<file path="config.mk">
export PLATFORM = sky130hd
export DESIGN_NAME = ssm_top
export DESIGN_NICKNAME = d
export VERILOG_FILES = /design/src/ssm_pkg.sv /design/src/ssm_pin_if.sv /design/src/ssm_sync.sv /design/src/ssm_top.sv
export SDC_FILE = /design/constraint.sdc
export NUM_CORES = 1
export LEC_CHECK = 0
export ABC_AREA = 1
export BUFFER_PORTS_ARGS = -buffer_cell sky130_fd_sc_hd__buf_4
export CAP_MARGIN = 5
export CELL_PAD_IN_SITES_DETAIL_PLACEMENT = 1
export CELL_PAD_IN_SITES_GLOBAL_PLACEMENT = 1
export CORE_MARGIN = 2
export CORE_UTILIZATION = 41
export DETAILED_ROUTE_END_ITERATION = 7
export PLACE_DENSITY_LB_ADDON = 0.08
export SLEW_MARGIN = 15
export SYNTH_ARGS = -nofsm -noshare
export SYNTH_HDL_FRONTEND = slang
export SYNTH_HIERARCHICAL = 1
export SYNTH_SLANG_ARGS = --single-unit
export TNS_END_PERCENT = 5
</file>
<file path="constraint.sdc">
create_clock -name core_clk -period 2.9 [get_ports core_clk]
set_clock_uncertainty 0.15 [all_clocks]
set_input_delay 0.145 -clock core_clk [delete_from_list [all_inputs] [get_ports core_clk]]
set_output_delay 0.145 -clock core_clk [all_outputs]
set_load 0.005 [all_outputs]
</file>
<file path="src/ssm_pkg.sv">
// Purpose: constants and types of the servo status / monitor select block
// Assumes: 32-bit AHB-Lite register access, one word per register
// Notes: status display bit n sits at word index n-1
//
// Contract
// - status A bit 1 follows fault flag
// - status A bit 2 during dynamic braking
// - status A bit 3 = setup bit 0
// - status A bit 4: speed at/above detect
// - status A bit 5: in-position or speed-match
// - status A bit 6 during proportional-only control
// - status A bits 7, 8 mirror limit inputs
// - status A bit 9 while motor energised
// - bits 10-15 mirror encoder and pole phases; pole bits 13-15 read zero with absolute encoders
// - status A bit 16 while run input on
// - status A bit 17 mirrors multi-function input
// - bits 18, 19 mirror drive inhibit inputs
// - status A bit 20: sensor-on, absolute encoders
// - status B bits 1-3: pulses, counter clear
// - status B bit 4 while torque clamped
// - status B bit 5 brake, bit 7 power
// - status B bit 6 clears at 20% overload
// - status B bit 8 error after power; 9-20 zero
// - aux monitor: current, command or zero
// - speed monitor: speed, deviation or zero
// - deviation scale x1/x100, latched at power-up
package ssm_pkg;
    // ---------------------------------------------------------------
    // register map (byte addresses)
    // ---------------------------------------------------------------
    localparam logic [7:0] ADDR_SETUP = 8'h00;
    localparam logic [7:0] ADDR_STAT_A = 8'h04;
    localparam logic [7:0] ADDR_STAT_B = 8'h08;
    localparam logic [7:0] ADDR_ROT_SPD = 8'h0C;
    localparam logic [7:0] ADDR_INPOS = 8'h10;
    localparam logic [7:0] ADDR_SPD_BAND = 8'h14;
    localparam logic [15:0] RST_SETUP = 16'h0000;
    localparam logic [15:0] RST_ROT_SPD = 16'h0014;
    localparam logic [15:0] RST_INPOS = 16'h0003;
    localparam logic [15:0] RST_SPD_BAND = 16'h000A;
    // ---------------------------------------------------------------
    // setup word fields
    // ---------------------------------------------------------------
    localparam int SU_REVERSE = 0;
    localparam int SU_AUX_SEL = 6;
    localparam int SU_SPD_SEL = 7;
    localparam int SU_DEV_X100 = 14;
    localparam int DEV_SCALE = 100;
    localparam int OVL_WARN_PCT = 20;
    localparam int OVL_FULL_PCT = 100;
    // ---------------------------------------------------------------
    // pin input indices
    // ---------------------------------------------------------------
    localparam int PIN_FWD_SEL1 = 0;
    localparam int PIN_REV_SEL2 = 1;
    localparam int PIN_RUN = 2;
    localparam int PIN_MULTI = 3;
    localparam int PIN_FWD_INH = 4;
    localparam int PIN_REV_INH = 5;
    localparam int PIN_SENSOR = 6;
    localparam int PIN_CW = 7;
    localparam int PIN_CCW = 8;
    localparam int PIN_ECLR = 9;
    localparam int PIN_ENC_A = 10;
    localparam int PIN_ENC_B = 11;
    localparam int PIN_ENC_Z = 12;
    localparam int PIN_POLE_U = 13;
    localparam int PIN_POLE_V = 14;
    localparam int PIN_POLE_W = 15;
    localparam int PIN_MAIN_PWR = 16;
    localparam int PIN_COUNT = 17;
    // ---------------------------------------------------------------
    // types
    // ---------------------------------------------------------------
    typedef enum logic [1:0] {
        CM_POSITION = 2'h0,
        CM_SPEED = 2'h1,
        CM_TORQUE = 2'h2
    } ssm_mode_e;
    typedef enum logic [1:0] {
        PH_LOAD = 2'h0,
        PH_RUN = 2'h1
    } ssm_phase_e;
endpackage

</file>
<file path="src/ssm_pin_if.sv">
// Purpose: carries raw and synchronised pin levels
// Assumes: one clock domain on the synchronised side
// Notes: raw side is asynchronous to core_clk
`timescale 1ns/1ps
interface ssm_pin_if #(parameter int W = 17);
    logic [W-1:0] raw;
    logic [W-1:0] sync;
    modport sync_end (input raw, output sync);
    modport user_end (output raw, input sync);
endinterface

</file>
<file path="src/ssm_sync.sv">
// Purpose: two-flop synchroniser for drive pin inputs
// Assumes: inputs are quasi-static levels
// Notes: first stage is read by the second stage only
`timescale 1ns/1ps
module ssm_sync #(
    parameter int W = 17
) (
    input wire logic core_clk,
    input wire logic rst_b,
    ssm_pin_if.sync_end pins
);
    logic [W-1:0] meta_q;
    logic [W-1:0] stable_q;

    always_ff @(posedge core_clk or negedge rst_b) begin
        if (!rst_b) begin
            meta_q <= '0;
            stable_q <= '0;
        end else begin
            meta_q <= pins.raw;
            stable_q <= meta_q;
        end
    end

    assign pins.sync = stable_q;
endmodule

</file>
<file path="src/ssm_top.sv">
// Purpose: servo status words and analog monitor source select
// Assumes: loop quantities arrive on core_clk; pins are asynchronous
// Notes: registers reached over AHB-Lite, zero wait states
`timescale 1ns/1ps
module ssm_top #(
    parameter int DW = 16
) (
    input wire logic core_clk,
    input wire logic rst_b,
    // ahb-lite slave
    input wire logic hsel,
    input wire logic [31:0] haddr,
    input wire logic [1:0] htrans,
    input wire logic hwrite,
    input wire logic [2:0] hsize,
    input wire logic [31:0] hwdata,
    input wire logic hready,
    output logic hreadyout,
    output logic hresp,
    output logic [31:0] hrdata,
    // power-up copy of the setup word
    input wire logic [15:0] setupInit,
    // loop signals, same clock
    input wire logic faultFlag,
    input wire logic dynBrakeActive,
    input wire logic propControlActive,
    input wire logic motorEnergised,
    input wire logic torqueClamped,
    input wire logic brakeInterlock,
    input wire logic absEncoder,
    input wire logic [1:0] ctrlMode,
    input wire logic signed [DW-1:0] motorSpeed,
    input wire logic signed [DW-1:0] speedCmd,
    input wire logic signed [DW-1:0] pulseSpeed,
    input wire logic signed [DW-1:0] motorCurrent,
    input wire logic signed [DW-1:0] devCount,
    input wire logic [DW-1:0] overloadAccum,
    input wire logic [DW-1:0] overloadLevel,
    // drive pins, asynchronous
    input wire logic fwdLimitSel1,
    input wire logic revLimitSel2,
    input wire logic runCmd,
    input wire logic multiFunctionInput,
    input wire logic fwdInhibit,
    input wire logic revInhibit,
    input wire logic absEncoderEnableIn,
    input wire logic cwPulse,
    input wire logic ccwPulse,
    input wire logic errCountClear,
    input wire logic encA,
    input wire logic encB,
    input wire logic encZ,
    input wire logic poleU,
    input wire logic poleV,
    input wire logic poleW,
    input wire logic mainPowerPresent,
    // display and monitor outputs
    output logic [19:0] statusWordA,
    output logic [19:0] statusWordB,
    output logic signed [DW-1:0] auxMonitorOut,
    output logic signed [DW-1:0] speedMonitorOut
);
    // ---------------------------------------------------------------
    // state
    // ---------------------------------------------------------------
    typedef struct packed {
        ssm_pkg::ssm_phase_e phase;
        logic devX100;
        logic [15:0] setup;
        logic [15:0] rotSpd;
        logic [15:0] inPosBand;
        logic [15:0] spdBand;
        logic [19:0] statA;
        logic [19:0] statB;
        logic signed [DW-1:0] auxMon;
        logic signed [DW-1:0] spdMon;
        // bus side
        logic wrPend;
        logic [7:0] wrAddr;
        logic [31:0] rdData;
    } ssm_state_s;

    ssm_state_s st_q;
    ssm_state_s st_d;

    // ---------------------------------------------------------------
    // pin synchronisation
    // ---------------------------------------------------------------
    ssm_pin_if #(.W(ssm_pkg::PIN_COUNT)) pinBus ();

    assign pinBus.raw = {
        mainPowerPresent,
        poleW,
        poleV,
        poleU,
        encZ,
        encB,
        encA,
        errCountClear,
        ccwPulse,
        cwPulse,
        absEncoderEnableIn,
        revInhibit,
        fwdInhibit,
        multiFunctionInput,
        runCmd,
        revLimitSel2,
        fwdLimitSel1
    };

    // pins are levels: a pulse shorter than a clock may be missed
    ssm_sync #(.W(ssm_pkg::PIN_COUNT)) u_sync (
        .core_clk(core_clk),
        .rst_b(rst_b),
        .pins(pinBus.sync_end)
    );

    logic [ssm_pkg::PIN_COUNT-1:0] pin;
    assign pin = pinBus.sync;

    // ---------------------------------------------------------------
    // helpers
    // ---------------------------------------------------------------
    // one spare bit so the most negative value keeps its magnitude
    function automatic logic [DW:0] absVal(input logic signed [DW:0] v);
        absVal = v[DW] ? (-v) : v;
    endfunction

    function automatic logic signed [DW:0] ext(input logic signed [DW-1:0] v);
        ext = {v[DW-1], v};
    endfunction

    logic [DW:0] spdMag;
    logic [DW:0] devMag;
    logic [DW:0] spdErr;

    logic atSpeed;
    logic inPos;
    logic spdMatch;
    logic bit5;

    logic [DW+7:0] ovlScaled;
    logic [DW+7:0] ovlLimit;
    logic ovlWarn;

    logic isPos;
    logic isSpd;
    logic isTrq;

    logic signed [DW-1:0] devShown;

    assign isPos = (ctrlMode == ssm_pkg::CM_POSITION);
    assign isSpd = (ctrlMode == ssm_pkg::CM_SPEED);
    assign isTrq = (ctrlMode == ssm_pkg::CM_TORQUE);

    assign spdMag = absVal(ext(motorSpeed));
    assign devMag = absVal(ext(devCount));
    assign spdErr = absVal(ext(motorSpeed) - ext(speedCmd));

    // rotation detected at or above threshold
    assign atSpeed = (spdMag >= {1'h0, st_q.rotSpd});
    assign inPos = (devMag <= {1'h0, st_q.inPosBand});
    assign spdMatch = (spdErr <= {1'h0, st_q.spdBand});
    // one lamp, meaning picked by control mode
    // mode 11 counts as neither: the lamp shows speed match
    assign bit5 = isPos ? inPos : spdMatch;

    // warning lamp is lit below the 20% mark, off once reached
    // widened so the percent products never wrap
    assign ovlScaled = (DW+8)'(overloadAccum)
        * (DW+8)'(ssm_pkg::OVL_FULL_PCT);
    assign ovlLimit = (DW+8)'(overloadLevel)
        * (DW+8)'(ssm_pkg::OVL_WARN_PCT);
    assign ovlWarn = !(ovlScaled >= ovlLimit);

    // x100 scale uses the power-up latched bit, never the live one
    assign devShown = st_q.devX100
        ? DW'(devCount / DW'(ssm_pkg::DEV_SCALE))
        : devCount;

    // ---------------------------------------------------------------
    // bus decode
    // ---------------------------------------------------------------
    logic addrTaken;
    logic [7:0] aOff;
    logic [31:0] rdMux;

    // hsize is ignored: only whole-word accesses are expected
    assign addrTaken = hsel && htrans[1] && hready;
    assign aOff = haddr[7:0];

    // reserved bits and unmapped offsets read as zero
    always_comb begin
        case (aOff)
            ssm_pkg::ADDR_SETUP: rdMux = {16'h0000, st_q.setup};
            ssm_pkg::ADDR_STAT_A: rdMux = {12'h000, st_q.statA};
            ssm_pkg::ADDR_STAT_B: rdMux = {12'h000, st_q.statB};
            ssm_pkg::ADDR_ROT_SPD: rdMux = {16'h0000, st_q.rotSpd};
            ssm_pkg::ADDR_INPOS: rdMux = {16'h0000, st_q.inPosBand};
            ssm_pkg::ADDR_SPD_BAND: rdMux = {16'h0000, st_q.spdBand};
            default: rdMux = 32'h0000_0000;
        endcase
    end

    // ---------------------------------------------------------------
    // next state
    // ---------------------------------------------------------------
    always_comb begin
        st_d = st_q;

        // power-up: take the stored setup word, freeze the scale bit
        case (st_q.phase)
            ssm_pkg::PH_LOAD: begin
                st_d.setup = setupInit;
                st_d.devX100 = setupInit[ssm_pkg::SU_DEV_X100];
                st_d.phase = ssm_pkg::PH_RUN;
            end
            ssm_pkg::PH_RUN: begin
                st_d.phase = ssm_pkg::PH_RUN;
            end
            default: begin
                st_d.phase = ssm_pkg::PH_LOAD;
            end
        endcase

        // write lands at the end of its data phase
        st_d.wrPend = 1'h0;
        if (st_q.wrPend) begin
            case (st_q.wrAddr)
                ssm_pkg::ADDR_SETUP: st_d.setup = hwdata[15:0];
                ssm_pkg::ADDR_ROT_SPD: st_d.rotSpd = hwdata[15:0];
                ssm_pkg::ADDR_INPOS: st_d.inPosBand = hwdata[15:0];
                ssm_pkg::ADDR_SPD_BAND: st_d.spdBand = hwdata[15:0];
                default: st_d.wrPend = 1'h0;
            endcase
        end
        if (addrTaken) begin
            st_d.wrPend = hwrite;
            st_d.wrAddr = aOff;
            st_d.rdData = hwrite ? 32'h0000_0000 : rdMux;
        end

        // whole words sampled in one edge
        st_d.statA = 20'h0_0000;
        st_d.statA[0] = faultFlag;
        st_d.statA[1] = dynBrakeActive;
        st_d.statA[2] = st_q.setup[ssm_pkg::SU_REVERSE];
        st_d.statA[3] = atSpeed;
        st_d.statA[4] = bit5;
        st_d.statA[5] = propControlActive;

        // pin bits trail loop bits by the two sync stages
        st_d.statA[6] = pin[ssm_pkg::PIN_FWD_SEL1];
        st_d.statA[7] = pin[ssm_pkg::PIN_REV_SEL2];
        st_d.statA[8] = motorEnergised;

        st_d.statA[9] = pin[ssm_pkg::PIN_ENC_A];
        st_d.statA[10] = pin[ssm_pkg::PIN_ENC_B];
        st_d.statA[11] = pin[ssm_pkg::PIN_ENC_Z];

        // pole sensors exist on incremental encoders only
        st_d.statA[12] = !absEncoder && pin[ssm_pkg::PIN_POLE_U];
        st_d.statA[13] = !absEncoder && pin[ssm_pkg::PIN_POLE_V];
        st_d.statA[14] = !absEncoder && pin[ssm_pkg::PIN_POLE_W];

        st_d.statA[15] = pin[ssm_pkg::PIN_RUN];
        st_d.statA[16] = pin[ssm_pkg::PIN_MULTI];
        st_d.statA[17] = pin[ssm_pkg::PIN_FWD_INH];
        st_d.statA[18] = pin[ssm_pkg::PIN_REV_INH];
        st_d.statA[19] = absEncoder && pin[ssm_pkg::PIN_SENSOR];

        st_d.statB = 20'h0_0000;
        st_d.statB[0] = pin[ssm_pkg::PIN_CW];
        st_d.statB[1] = pin[ssm_pkg::PIN_CCW];
        st_d.statB[2] = pin[ssm_pkg::PIN_ECLR];

        st_d.statB[3] = torqueClamped;
        st_d.statB[4] = brakeInterlock;
        st_d.statB[5] = ovlWarn;

        st_d.statB[6] = pin[ssm_pkg::PIN_MAIN_PWR];
        // a fault only counts once main power is up
        st_d.statB[7] = faultFlag && pin[ssm_pkg::PIN_MAIN_PWR];

        // aux monitor select
        if (!st_q.setup[ssm_pkg::SU_AUX_SEL]) begin
            st_d.auxMon = motorCurrent;
        end else if (isTrq) begin
            st_d.auxMon = '0;
        end else if (isSpd) begin
            st_d.auxMon = speedCmd;
        end else begin
            st_d.auxMon = pulseSpeed;
        end

        // speed monitor select
        // deviation only means something under position control
        if (!st_q.setup[ssm_pkg::SU_SPD_SEL]) begin
            st_d.spdMon = motorSpeed;
        end else if (isPos) begin
            st_d.spdMon = devShown;
        end else begin
            st_d.spdMon = '0;
        end
    end

    // ---------------------------------------------------------------
    // state register
    // ---------------------------------------------------------------
    always_ff @(posedge core_clk or negedge rst_b) begin
        if (!rst_b) begin
            st_q.phase <= ssm_pkg::PH_LOAD;
            st_q.devX100 <= 1'h0;
            st_q.setup <= ssm_pkg::RST_SETUP;
            st_q.rotSpd <= ssm_pkg::RST_ROT_SPD;
            st_q.inPosBand <= ssm_pkg::RST_INPOS;
            st_q.spdBand <= ssm_pkg::RST_SPD_BAND;
            st_q.statA <= 20'h0_0000;
            st_q.statB <= 20'h0_0000;
            st_q.auxMon <= '0;
            st_q.spdMon <= '0;
            // bus side
            st_q.wrPend <= 1'h0;
            st_q.wrAddr <= 8'h00;
            st_q.rdData <= 32'h0000_0000;
        end else begin
            st_q <= st_d;
        end
    end

    // ---------------------------------------------------------------
    // outputs
    // ---------------------------------------------------------------
    // no wait states: every access finishes in its first data cycle
    assign hreadyout = 1'h1;
    assign hresp = 1'h0;
    assign hrdata = st_q.rdData;

    assign statusWordA = st_q.statA;
    assign statusWordB = st_q.statB;
    assign auxMonitorOut = st_q.auxMon;
    assign speedMonitorOut = st_q.spdMon;
endmodule

</file>
==> flow_summary_export.csv, run 1 <==
group,metric,value,unit
drt,drt_iter0_drc,629,
cts,htreeDepth,4,
sta,worst_slew_margin_rel,40.47,%
worst_setup_path,worstPathArrival,5950,ps
cts,clockRootBuffer,"clkbuf_16",
worst_setup_path,worstSetupStartpointType,"input port",
floorplan,core-area,36610,um2
worst_setup_path,cpMaxStageDelayCell,"nand3b_1",
cts,clkTransAtPathRegs,80,ps
logic_synthesis,yosys.area.top_type,"dfrtp_1",
global_routing,antenna_found_initial,0,
logic_synthesis,syn_inst,1962,
power,p_leak,12.26,nW
cts,numCtsBuffers,17,
floorplan,die_h,196.7,um
sta,period_share,199.3,%
cells_and_area,area_growth,47.04,%
global_routing,grt_pass1_wl,89.56,mm
logic_synthesis,yosys.cell_count.top_type,"nand2_1",
worst_setup_path,worst-path-buf-inv,11,
global_routing,grt_pass1_vias,17170,
job,drv_cap,0,
sta,finalHoldViolCount,0,
placement,placed_cell_area,19240,um2
cells_and_area,seq_area,4737,um2
sta,finalCriticalPeriod,5780,ps
drt,dr_total_vias,15880,
drt,totalWireLength,59.25,mm
floorplan,initial_utilization,41.58,%
sta,slew_violations,0,
cts,insertion_delay,460,ps
cells_and_area,fin_area,22380,um2
logic_synthesis,async_reset_ff_share,100.0,%
worst_setup_path,worst-setup-path-type,"input port to flop",
cells_and_area,nets,2993,
placement,hpwl,42.52,mm
hold_path,worstHoldPathType,"input port to flop",
sta,holdWs,4.560,ps
logic_synthesis,synth_cell_types,55,
worst_setup_path,rr_startpoint,"st_q[114]",
drt,first_pass_iters,5,
logic_synthesis,yosys_warnings,6,
worst_setup_path,required,3070,ps
hold_path,hold_start,"setupInit[7]",
worst_setup_path,crit_cells,56,
logic_synthesis,synth_edf_count,0,
cts,cts.sink_count,189,
worst_setup_path,rrSetupSlack,90,ps
worst_setup_path,critPathMaxFanout,7,
logic_synthesis,synth_ff_type,"dfrtp_1",
worst_setup_path,reg2reg_depth,17,
drt,drc_errors,0,
drt,wl_per_cell,19.32,um
power,power_density,704.4,nW/um2
placement,gp_congestion,0.9001,
cts,cts_tree,"built",
global_routing,grt_max_degree,70,
logic_synthesis,netlist_area,15220,um2
run_status,outcome,"finished with violations",
floorplan,io_pins,334,
power,total_power,15.76,mW
placement,dp.cells,2865,
floorplan,die_w,196.7,um
drt,ant_nets,0,
logic_synthesis,syn_area_per_cell,7.758,um2
sta,setup_viol,18,
global_routing,gr-total-overflow,0,
worst_setup_path,crit_path_end_kind,"flop",
sta,rsz0062_at_grt,"true",
cells_and_area,final_cells,3067,
hold_path,hold_path_depth,5,
power,vdd_ir_drop_max,691.3,uV
global_routing,grt.total_usage,29.56,%
cells_and_area,n_fill_cell,4455,
logic_synthesis,synth.area.top_cells,"dfrtp_1, ha_1, nand2_1, inv_1, o21ai_0",
floorplan,rows,70,
logic_synthesis,synth_commonest_cells,"nand2_1, inv_1, dfrtp_1",
hold_path,hold_path_end,"st_q[168]",
placement,io_buffers,263,
run_status,violations,"setup timing",
logic_synthesis,synth_top_area_share,30.09,%
worst_setup_path,cpLargestDelayFamily,"simple AND/OR/NAND/NOR gates",
sta,max_slew.worst_pin.slew,886.1,ps
worst_setup_path,worst_path_most_repeated_cell,"nand2_4",
sta,fmaxAchievable,0.1730,GHz
sta,setup_slack,-2880,ps
cells_and_area,layout-drive-gt1-share,33.59,%
worst_setup_path,cpPeakStageDelay,250,ps
cells_and_area,multi_input_comb_area,9371,um2
logic_synthesis,synth_seq_cells,189,
cells_and_area,n_antenna_cell,0,
floorplan,dieArea,38680,um2
cts,cts_buffer_depth,2,
logic_synthesis,ys_seq_area_share,31.12,%
drt,vias_per_cell,5.179,
worst_setup_path,r2r-end,"statusWordA[4]",
[cells in the final DEF, fill, tap and decap left out, types with 46 or more instances in the layout]
| cell type | n |
|---|---|
| nand2_1 | 288 |
| ha_1 | 164 |
| nand2_2 | 53 |
| xor2_1 | 65 |
| dlygate4sd3_1 | 118 |
| nor2_1 | 95 |
| a21oi_1 | 72 |
| inv_1 | 302 |
| o21ai_0 | 155 |
| buf_4 | 594 |
| nand3_1 | 55 |
| dfrtp_1 | 183 |
| nand2_4 | 46 |
[final cells by class]
cell class / count / area share, %
multi-input cells: 1329 / 41.87
repair buffers: 725 / 26.06
flip-flops and latches: 189 / 21.17
inverters: 324 / 5.568
well taps: 468 / 2.616
clock buffers: 21 / 2.057
clock inverters: 11 / 0.6597
[registers in the layout (all words and copies together) (netlist names)]
signal	cells
u_sync/meta_q	17
statusWordB	8
u_sync/pins.sync	17
st_q	74
hrdata	20
speedMonitorOut	16
auxMonitorOut	16
st_d	1
statusWordA	20
[worst reg2reg max path: stages (launching register included)]
cell and delay [ps]:
dfstp_2 540, inv_1 110, ha_1 330, nand2_1 60, o21ai_1 140, a21o_1 130, a21oi_1 60, o21bai_1 120
a21oi_1 70, o21ai_0 150, a31oi_1 110, o21ai_0 170, nand3_1 100, nand2_1 70, a21oi_1 60, nor2_1 80
nor2_1 50, a22o_1 210
[stage by stage]
step                setup slack [ps]  TNS [ps]  util [%]
finish                         -2880    -44990     61.13
global route                   -3261    -50990     61.13
CTS                            -2572    -39580     59.27
detailed placement             -3299    -51960     52.54
global placement               -2962    -46540     52.54
floorplan                      -2428    -36080         -
[how the worst max path moves through the flow]
stage | slack, ps | from | endpoint
floorplan | -2430 | devCount[0] | speedMonitorOut[8]
global placement | -2960 | devCount[0] | speedMonitorOut[8]
detailed placement | -3300 | devCount[0] | speedMonitorOut[8]
CTS | -2570 | devCount[1] | speedMonitorOut[8]
global route | -3260 | devCount[11] | speedMonitorOut[8]
finish | -2880 | devCount[11] | speedMonitorOut[8]
[logic make-up after synthesis]
group / count (synthesis) / synth area share (%)
flip-flops: 189 / 31.12
other: 2 / 0.04934
buffers and inverters: 469 / 14.48
adder cells (fa/ha/maj): 179 / 15.36
XOR/XNOR: 82 / 4.718
AND/OR/NAND/NOR: 682 / 20.64
AO/OA/AOI/OAI: 359 / 13.63
[power by group]
group | switching [mW] | total, mW | internal (mW)
Clock | 1.18 | 2.52 | 1.35
Combinational | 5.49 | 10.3 | 4.76
Sequential | 0.132 | 2.99 | 2.86
[repair_timing]
| action | 4_1_cts | 5_1_grt |
|---|---|---|
| resized for setup | 126 | 110 |
| gates cloned | 0 | 0 |
| buffers inserted | 25 | 27 |
| pin swaps | 65 | 91 |
| hold buffers | 118 | 0 |
| endpoints found under the hold margin | 196 | 0 |
| endpoints found under the setup margin | 18 | 28 |
[layer usage]
metal	wire length (um)	share of wire (%)	vias to the layer above	GRT usage, %
li1	-	-	7519	-
met1	22960	39	7844	33.84
met2	31680	53	384	56.03
met3	2225	3.8	136	3.183
met4	2378	4.0	0	11.81
met5	0	0	-	0
No activity file was read; power rests on OpenSTA's default activity.
==> run 2: changes to the inputs <==
--- a/config.mk
+++ b/config.mk
@@ -10,8 +10,8 @@
 export CAP_MARGIN = 5
 export CELL_PAD_IN_SITES_DETAIL_PLACEMENT = 1
 export CELL_PAD_IN_SITES_GLOBAL_PLACEMENT = 1
-export CORE_MARGIN = 2
 export CORE_UTILIZATION = 41
+export CTS_CLUSTER_SIZE = 25
 export DETAILED_ROUTE_END_ITERATION = 7
 export PLACE_DENSITY_LB_ADDON = 0.08
 export SLEW_MARGIN = 15
==> run 2 against run 1 <==
The run still ends with setup timing left. Power grew 0.73%. Worst setup slack gained 160 ps. Flip-flop and latch count is the same. Register-to-register slack lost 50 ps. Non-clock buffer count grew 2. Largest power group unchanged.
==> flow_summary_export.csv, run 2 (synthesized netlist as in run 1, its figures left out) <==
group,metric,value,unit
worst_setup_path,cpPeakStageDelay,190,ps
cts,cts_buffer_depth,2,
worst_setup_path,required,3090,ps
cts,clkTransAtPathRegs,80,ps
drt,ant_nets,0,
sta,setup_slack,-2717,ps
power,p_leak,12.20,nW
floorplan,die_h,194.7,um
power,p_sw,6.914,mW
cells_and_area,final_cell_mix,"buf_4, inv_1, nand2_1, dfrtp_1, ha_1",
power,intPower,8.965,mW
cts,clockRootBuffer,"clkbuf_16",
global_routing,gr-total-overflow,0,
placement,io_buffers,263,
cts,cts.sink_count,189,
cells_and_area,multi_input_comb_area,9258,um2
cells_and_area,layout-drive-gt1-share,32.91,%
job,drv_cap,0,
floorplan,io_pins,334,
sta,rsz0062_at_grt,"true",
sta,slew_violations,0,
placement,pre_cts_ws,-3358,ps
floorplan,core-area,36610,um2
power,vdd_ir_drop_max,669.6,uV
power,total_power,15.88,mW
drt,drc_errors,0,
floorplan,initial_utilization,41.58,%
sta,max_slew.worst_pin.slew,871.5,ps
cells_and_area,largest_reg_flops,74,
run_status,violations,"setup timing",
global_routing,antenna_found_initial,3,
floorplan,rows,70,
power,seqPwrFrac,18.8,%
cts,insertion_delay,480,ps
drt,dr_total_vias,15840,
sta,fmaxAchievable,0.1780,GHz
hold_path,worstHoldPathType,"input port to flop",
floorplan,dieArea,37900,um2
worst_setup_path,critPathMaxFanout,7,
placement,placed_cell_area,19290,um2
cts,cts_tree,"built",
cts,numCtsBuffers,17,
global_routing,grt_pass1_vias,17440,
power,comb_power_share,64.7,%
drt,first_pass_iters,5,
floorplan,die_w,194.7,um
sta,setup_viol,18,
worst_setup_path,worstPathArrival,5800,ps
sta,finalCriticalPeriod,5617,ps
worst_setup_path,crit_path_end_kind,"flop",
worst_setup_path,worst_path_most_repeated_cell,"nand2_4",
worst_setup_path,worst-setup-path-type,"input port to flop",
power,swShare,43.54,%
worst_setup_path,worstSetupStartpointType,"input port",
drt,drt_iter0_drc,675,
sta,worst_slew_margin_rel,41.84,%
power,power_density,712.9,nW/um2
cells_and_area,mostFrequentLayoutCell,"buf_4",
cells_and_area,regMostFlops,"st_q",
cells_and_area,n_fill_cell,4479,
cells_and_area,nets,2995,
drt,vias_per_cell,5.157,
power,power_frac_clock,16.5,%
sta,finalHoldViolCount,0,
placement,hpwl,42.50,mm
global_routing,grt_max_degree,71,
cells_and_area,seq_area,4737,um2
cells_and_area,area_growth,46.35,%
sta,period_share,193.7,%
worst_setup_path,cpMaxStageDelayCell,"nor2_4",
drt,totalWireLength,58.40,mm
global_routing,grt.total_usage,30.80,%
cts,htreeDepth,4,
placement,gp_congestion,0.8853,
run_status,outcome,"finished with violations",
drt,wl_per_cell,19.02,um
cells_and_area,final_util,60.84,%
global_routing,grt_pass1_wl,91.54,mm
cells_and_area,fin_area,22280,um2
run 2: cell types whose count changed in the layout (fill, tap and decap cells not counted), sizes merged:
| cell | previous run | this run |
|---|---|---|
| inv | 326 | 331 |
| clkbuf | 22 | 18 |
| diode | 0 | 2 |
| dlygate4sd3 | 118 | 120 |
| bufinv | 2 | 1 |
run 2: power by group through the flow:
stage	Combinational (mW)	Clock (mW)	Sequential, mW
floorplan	4.42	0	2.98
global placement	7.06	0	3.02
detailed placement	7.37	0	3.03
CTS	9.00	2.63	2.98
global route	11.3	2.77	3.01
finish	10.3	2.61	2.99
run 2: layout make-up:
class	count	share of cell area, %
sequential	189	21.27
multi-input combinational	1329	41.56
inverter	324	5.522
timing repair buffer	727	26.09
tap	468	2.629
clock inverter	15	0.9998
clock buffer	17	1.910
antenna	2	0.02247
run 2: worst paths after layout:
path / start / end / slack [ps] / cells past startpoint
worst max register to register: st_q[114] / statusWordA[4] / 40 / 17
min in group asynchronous: rst_b / statusWordB[4] / 110 / 2
worst min register to register: u_sync/pins.sync[1] / statusWordA[7] / 190 / 0
worst max-delay path: devCount[1] / speedMonitorOut[10] / -2720 / 59
max in group asynchronous: rst_b / hrdata[13] / 1650 / 3
worst min-delay path: ctrlMode[0] / statusWordA[4] / 10 / 3
run 2: timing repair:
item / CTS / global route
resized for setup: 113 / 88
pin swaps: 63 / 69
setup endpoints to repair: 18 / 20
buffers inserted: 28 / 14
hold buffers: 120 / 0
hold endpoints to repair: 199 / 0
run 2: per-stage QoR:
step           instances  hold slack, ps  setup TNS [ps]
3_3_place_gp        2875           51.12          -46890
4_1_cts             3055          0.9585          -39610
3_5_place_dp        2875           52.42          -52730
6_report            3071           11.80          -43720
5_1_grt             3071           20.33          -50560
2_1_floorplan       1987          -300.6          -36080
run 2: routing by layer:
layer,share of wire (%),vias up,wire [um],GRT usage (%)
li1,-,7526,-,-
met1,39,7823,22860,34.40
met2,54,360,31640,58.13
met3,2.9,127,1686,4.130
met4,3.8,0,2205,12.96
met5,0,-,0,0
run 2: critical path, delay by kind of cell:
family | cells | cell delay, ps
simple gates | 47 | 4390
buf+inv | 8 | 620
compound gates | 2 | 310
fa+ha+maj | 2 | 280
==> run 3: changes to the inputs <==
--- a/config.mk
+++ b/config.mk
@@ -8,11 +8,11 @@
 export ABC_AREA = 1
 export BUFFER_PORTS_ARGS = -buffer_cell sky130_fd_sc_hd__buf_4
 export CAP_MARGIN = 5
-export CELL_PAD_IN_SITES_DETAIL_PLACEMENT = 1
-export CELL_PAD_IN_SITES_GLOBAL_PLACEMENT = 1
-export CORE_UTILIZATION = 41
+export CORE_MARGIN = 5
+export CORE_UTILIZATION = 56
 export CTS_CLUSTER_SIZE = 25
 export DETAILED_ROUTE_END_ITERATION = 7
+export GPL_TIMING_DRIVEN = 0
 export PLACE_DENSITY_LB_ADDON = 0.08
 export SLEW_MARGIN = 15
 export SYNTH_ARGS = -nofsm -noshare
==> run 3 against run 2 <==
The flow still finishes with violations (setup timing). Clock power hardly changed. Maximum frequency is 0.72% lower. Die area is 19% lower. Utilization is 17 points higher. Power is 8.0% lower. Routed wire length is 18% lower. Critical path depth is 2 lower. Via count is 4.5% lower. Critical endpoint is now speedMonitorOut[8].
==> flow_summary_export.csv, run 3 (synthesized netlist as in run 1, its figures left out) <==
group,metric,value,unit
drt,totalWireLength,47.79,mm
worst_setup_path,critPathMaxFanout,7,
cts,numCtsBuffers,17,
drt,first_pass_iters,8,
cts,cts.sink_count,189,
drt,wl_per_cell,17.01,um
sta,slew_violations,0,
run_status,outcome,"finished with violations",
cells_and_area,area_growth,37.60,%
cells_and_area,mostFrequentLayoutCell,"buf_4",
cts,cts_tree,"built",
job,drv_cap,0,
hold_path,hold_path_depth,3,
sta,finalHoldViolCount,0,
worst_setup_path,rrSetupSlack,60,ps
placement,gp_congestion,0.9863,
placement,io_buffers,263,
drt,dr_total_vias,15130,
worst_setup_path,worst_path_most_repeated_cell,"nand2_4",
global_routing,grt.total_usage,30.06,%
hold_path,worstHoldPathType,"input port to flop",
cells_and_area,layout-drive-gt1-share,26.41,%
sta,finalCriticalPeriod,5658,ps
worst_setup_path,rr_startpoint,"st_q[114]",
sta,worst_slew_margin_rel,39.77,%
sta,max_slew.worst_pin.slew,900.4,ps
cts,insertion_delay,460,ps
worst_setup_path,worst-setup-path-type,"input port to flop",
placement,dp.cells,2592,
global_routing,grt_pass1_wl,74.19,mm
worst_setup_path,required,3070,ps
worst_setup_path,worstSetupStartpointType,"input port",
cells_and_area,fin_area,20940,um2
drt,ant_nets,0,
cts,clkTransAtPathRegs,80,ps
worst_setup_path,r2r-end,"statusWordA[4]",
floorplan,rows,60,
drt,drc_errors,0,
cells_and_area,final_cell_mix,"buf_4, nand2_1, inv_1, dfrtp_1, ha_1",
cells_and_area,nets,2863,
worst_setup_path,cpPeakStageDelay,220,ps
drt,vias_per_cell,5.384,
cells_and_area,n_antenna_cell,0,
cts,htreeDepth,4,
cts,clockRootBuffer,"clkbuf_16",
drt,drt_iter0_drc,1278,
cells_and_area,regMostFlops,"st_q",
power,power_density,697.6,nW/um2
sta,fmaxAchievable,0.1767,GHz
power,vdd_ir_drop_max,902.9,uV
placement,placed_cell_area,17840,um2
sta,rsz0062_at_grt,"true",
sta,setup_viol,18,
sta,setup_slack,-2758,ps
hold_path,hold_path_end,"statusWordA[4]",
floorplan,core-area,26880,um2
power,p_leak,11.48,nW
floorplan,io_pins,334,
global_routing,antenna_found_initial,0,
cells_and_area,final_util,77.93,%
floorplan,die_w,174.9,um
global_routing,grt_max_degree,107,
floorplan,die_h,174.9,um
worst_setup_path,crit_path_end_kind,"flop",
floorplan,initial_utilization,56.63,%
cells_and_area,final_cells,2810,
floorplan,dieArea,30580,um2
cells_and_area,largest_reg_flops,74,
placement,hpwl,35.36,mm
global_routing,grt_pass1_vias,14970,
run_status,violations,"setup timing",
worst_setup_path,reg2reg_depth,17,
worst_setup_path,cpMaxStageDelayCell,"nor3_4",
sta,period_share,195.1,%
worst_setup_path,worstPathArrival,5830,ps
cts,cts_buffer_depth,2,
global_routing,gr-total-overflow,0,
hold_path,hold_start,"ctrlMode[0]",
==> run 3: cell types whose count changed in the layout (fill, tap and decap cells not counted), moves of 4 or more <==
cell,previous run,this run
nand2_1,299,310
nand2_2,50,36
clkbuf_1,0,32
nand2_4,40,44
dlygate4sd3_1,120,136
buf_4,599,415
==> run 3: critical path, delay by kind of cell <==
family	cells	cell delay [ps]
AND/OR/NAND/NOR	38	3610
AO/OA/AOI/OAI	6	770
adder cells (fa/ha/maj)	2	280
buffers and inverters	11	1000
==> run 3: area by class of cell <==
class | instances | area [um2]
Tap cell | 341 | 426.7
Timing Repair Buffer | 450 | 3772
Clock buffer | 17 | 425.4
Clock inverter | 15 | 235.2
Multi-Input combinational cell | 1329 | 9115
Buffer | 145 | 991.0
Fill cell | 1926 | 5932
Sequential cell | 189 | 4737
Inverter | 324 | 1241
==> run 3: through the flow <==
| step | setup TNS, ps | power, mW | hold WS (ps) | setup slack [ps] |
|---|---|---|---|---|
| floorplan | -36080 | 7.394 | -300.6 | -2428 |
| global placement | -52630 | 8.593 | 104.7 | -3382 |
| finish | -42080 | 14.61 | 6.648 | -2758 |
| CTS | -38930 | 13.22 | 0.1807 | -2581 |
| global route | -48310 | 15.55 | 7.506 | -3139 |
| detailed placement | -54820 | 8.769 | 35.29 | -3503 |
==> run 3: how the worst max path moves through the flow <==
stage	start	end	slack (ps)	cells past startpoint
6_report	devCount[0]	speedMonitorOut[8]	-2760	57
5_1_grt	devCount[0]	speedMonitorOut[8]	-3140	60
4_1_cts	devCount[1]	speedMonitorOut[8]	-2580	58
3_5_place_dp	devCount[0]	speedMonitorOut[8]	-3500	60
3_3_place_gp	devCount[0]	speedMonitorOut[8]	-3380	60
2_1_floorplan	devCount[0]	speedMonitorOut[8]	-2430	59
==> run 3: what timing repair did <==
action | CTS | global route
hold buffers | 136 | 0
setup buffers | 34 | 16
resized for setup | 98 | 77
endpoints found under the hold margin | 219 | 0
pin swaps | 56 | 58
setup endpoints to repair | 18 | 32
==> run 3: metal layers <==
| metal | vias to the layer above | global-route usage (%) | routed length (um) |
|---|---|---|---|
| li1 | 7271 | - | - |
| met5 | - | 0 | 0 |
| met3 | 142 | 5.928 | 3391 |
| met4 | 0 | 11.06 | 1978 |
| met1 | 7125 | 37.14 | 18720 |
| met2 | 591 | 52.32 | 23690 |
==> run 3: power breakdown <==
group | switching, mW | internal, mW | leakage [nW]
Combinational | 5.11 | 3.93 | 8.99
Clock | 1.31 | 1.29 | 0.316
Sequential | 0.115 | 2.86 | 2.18
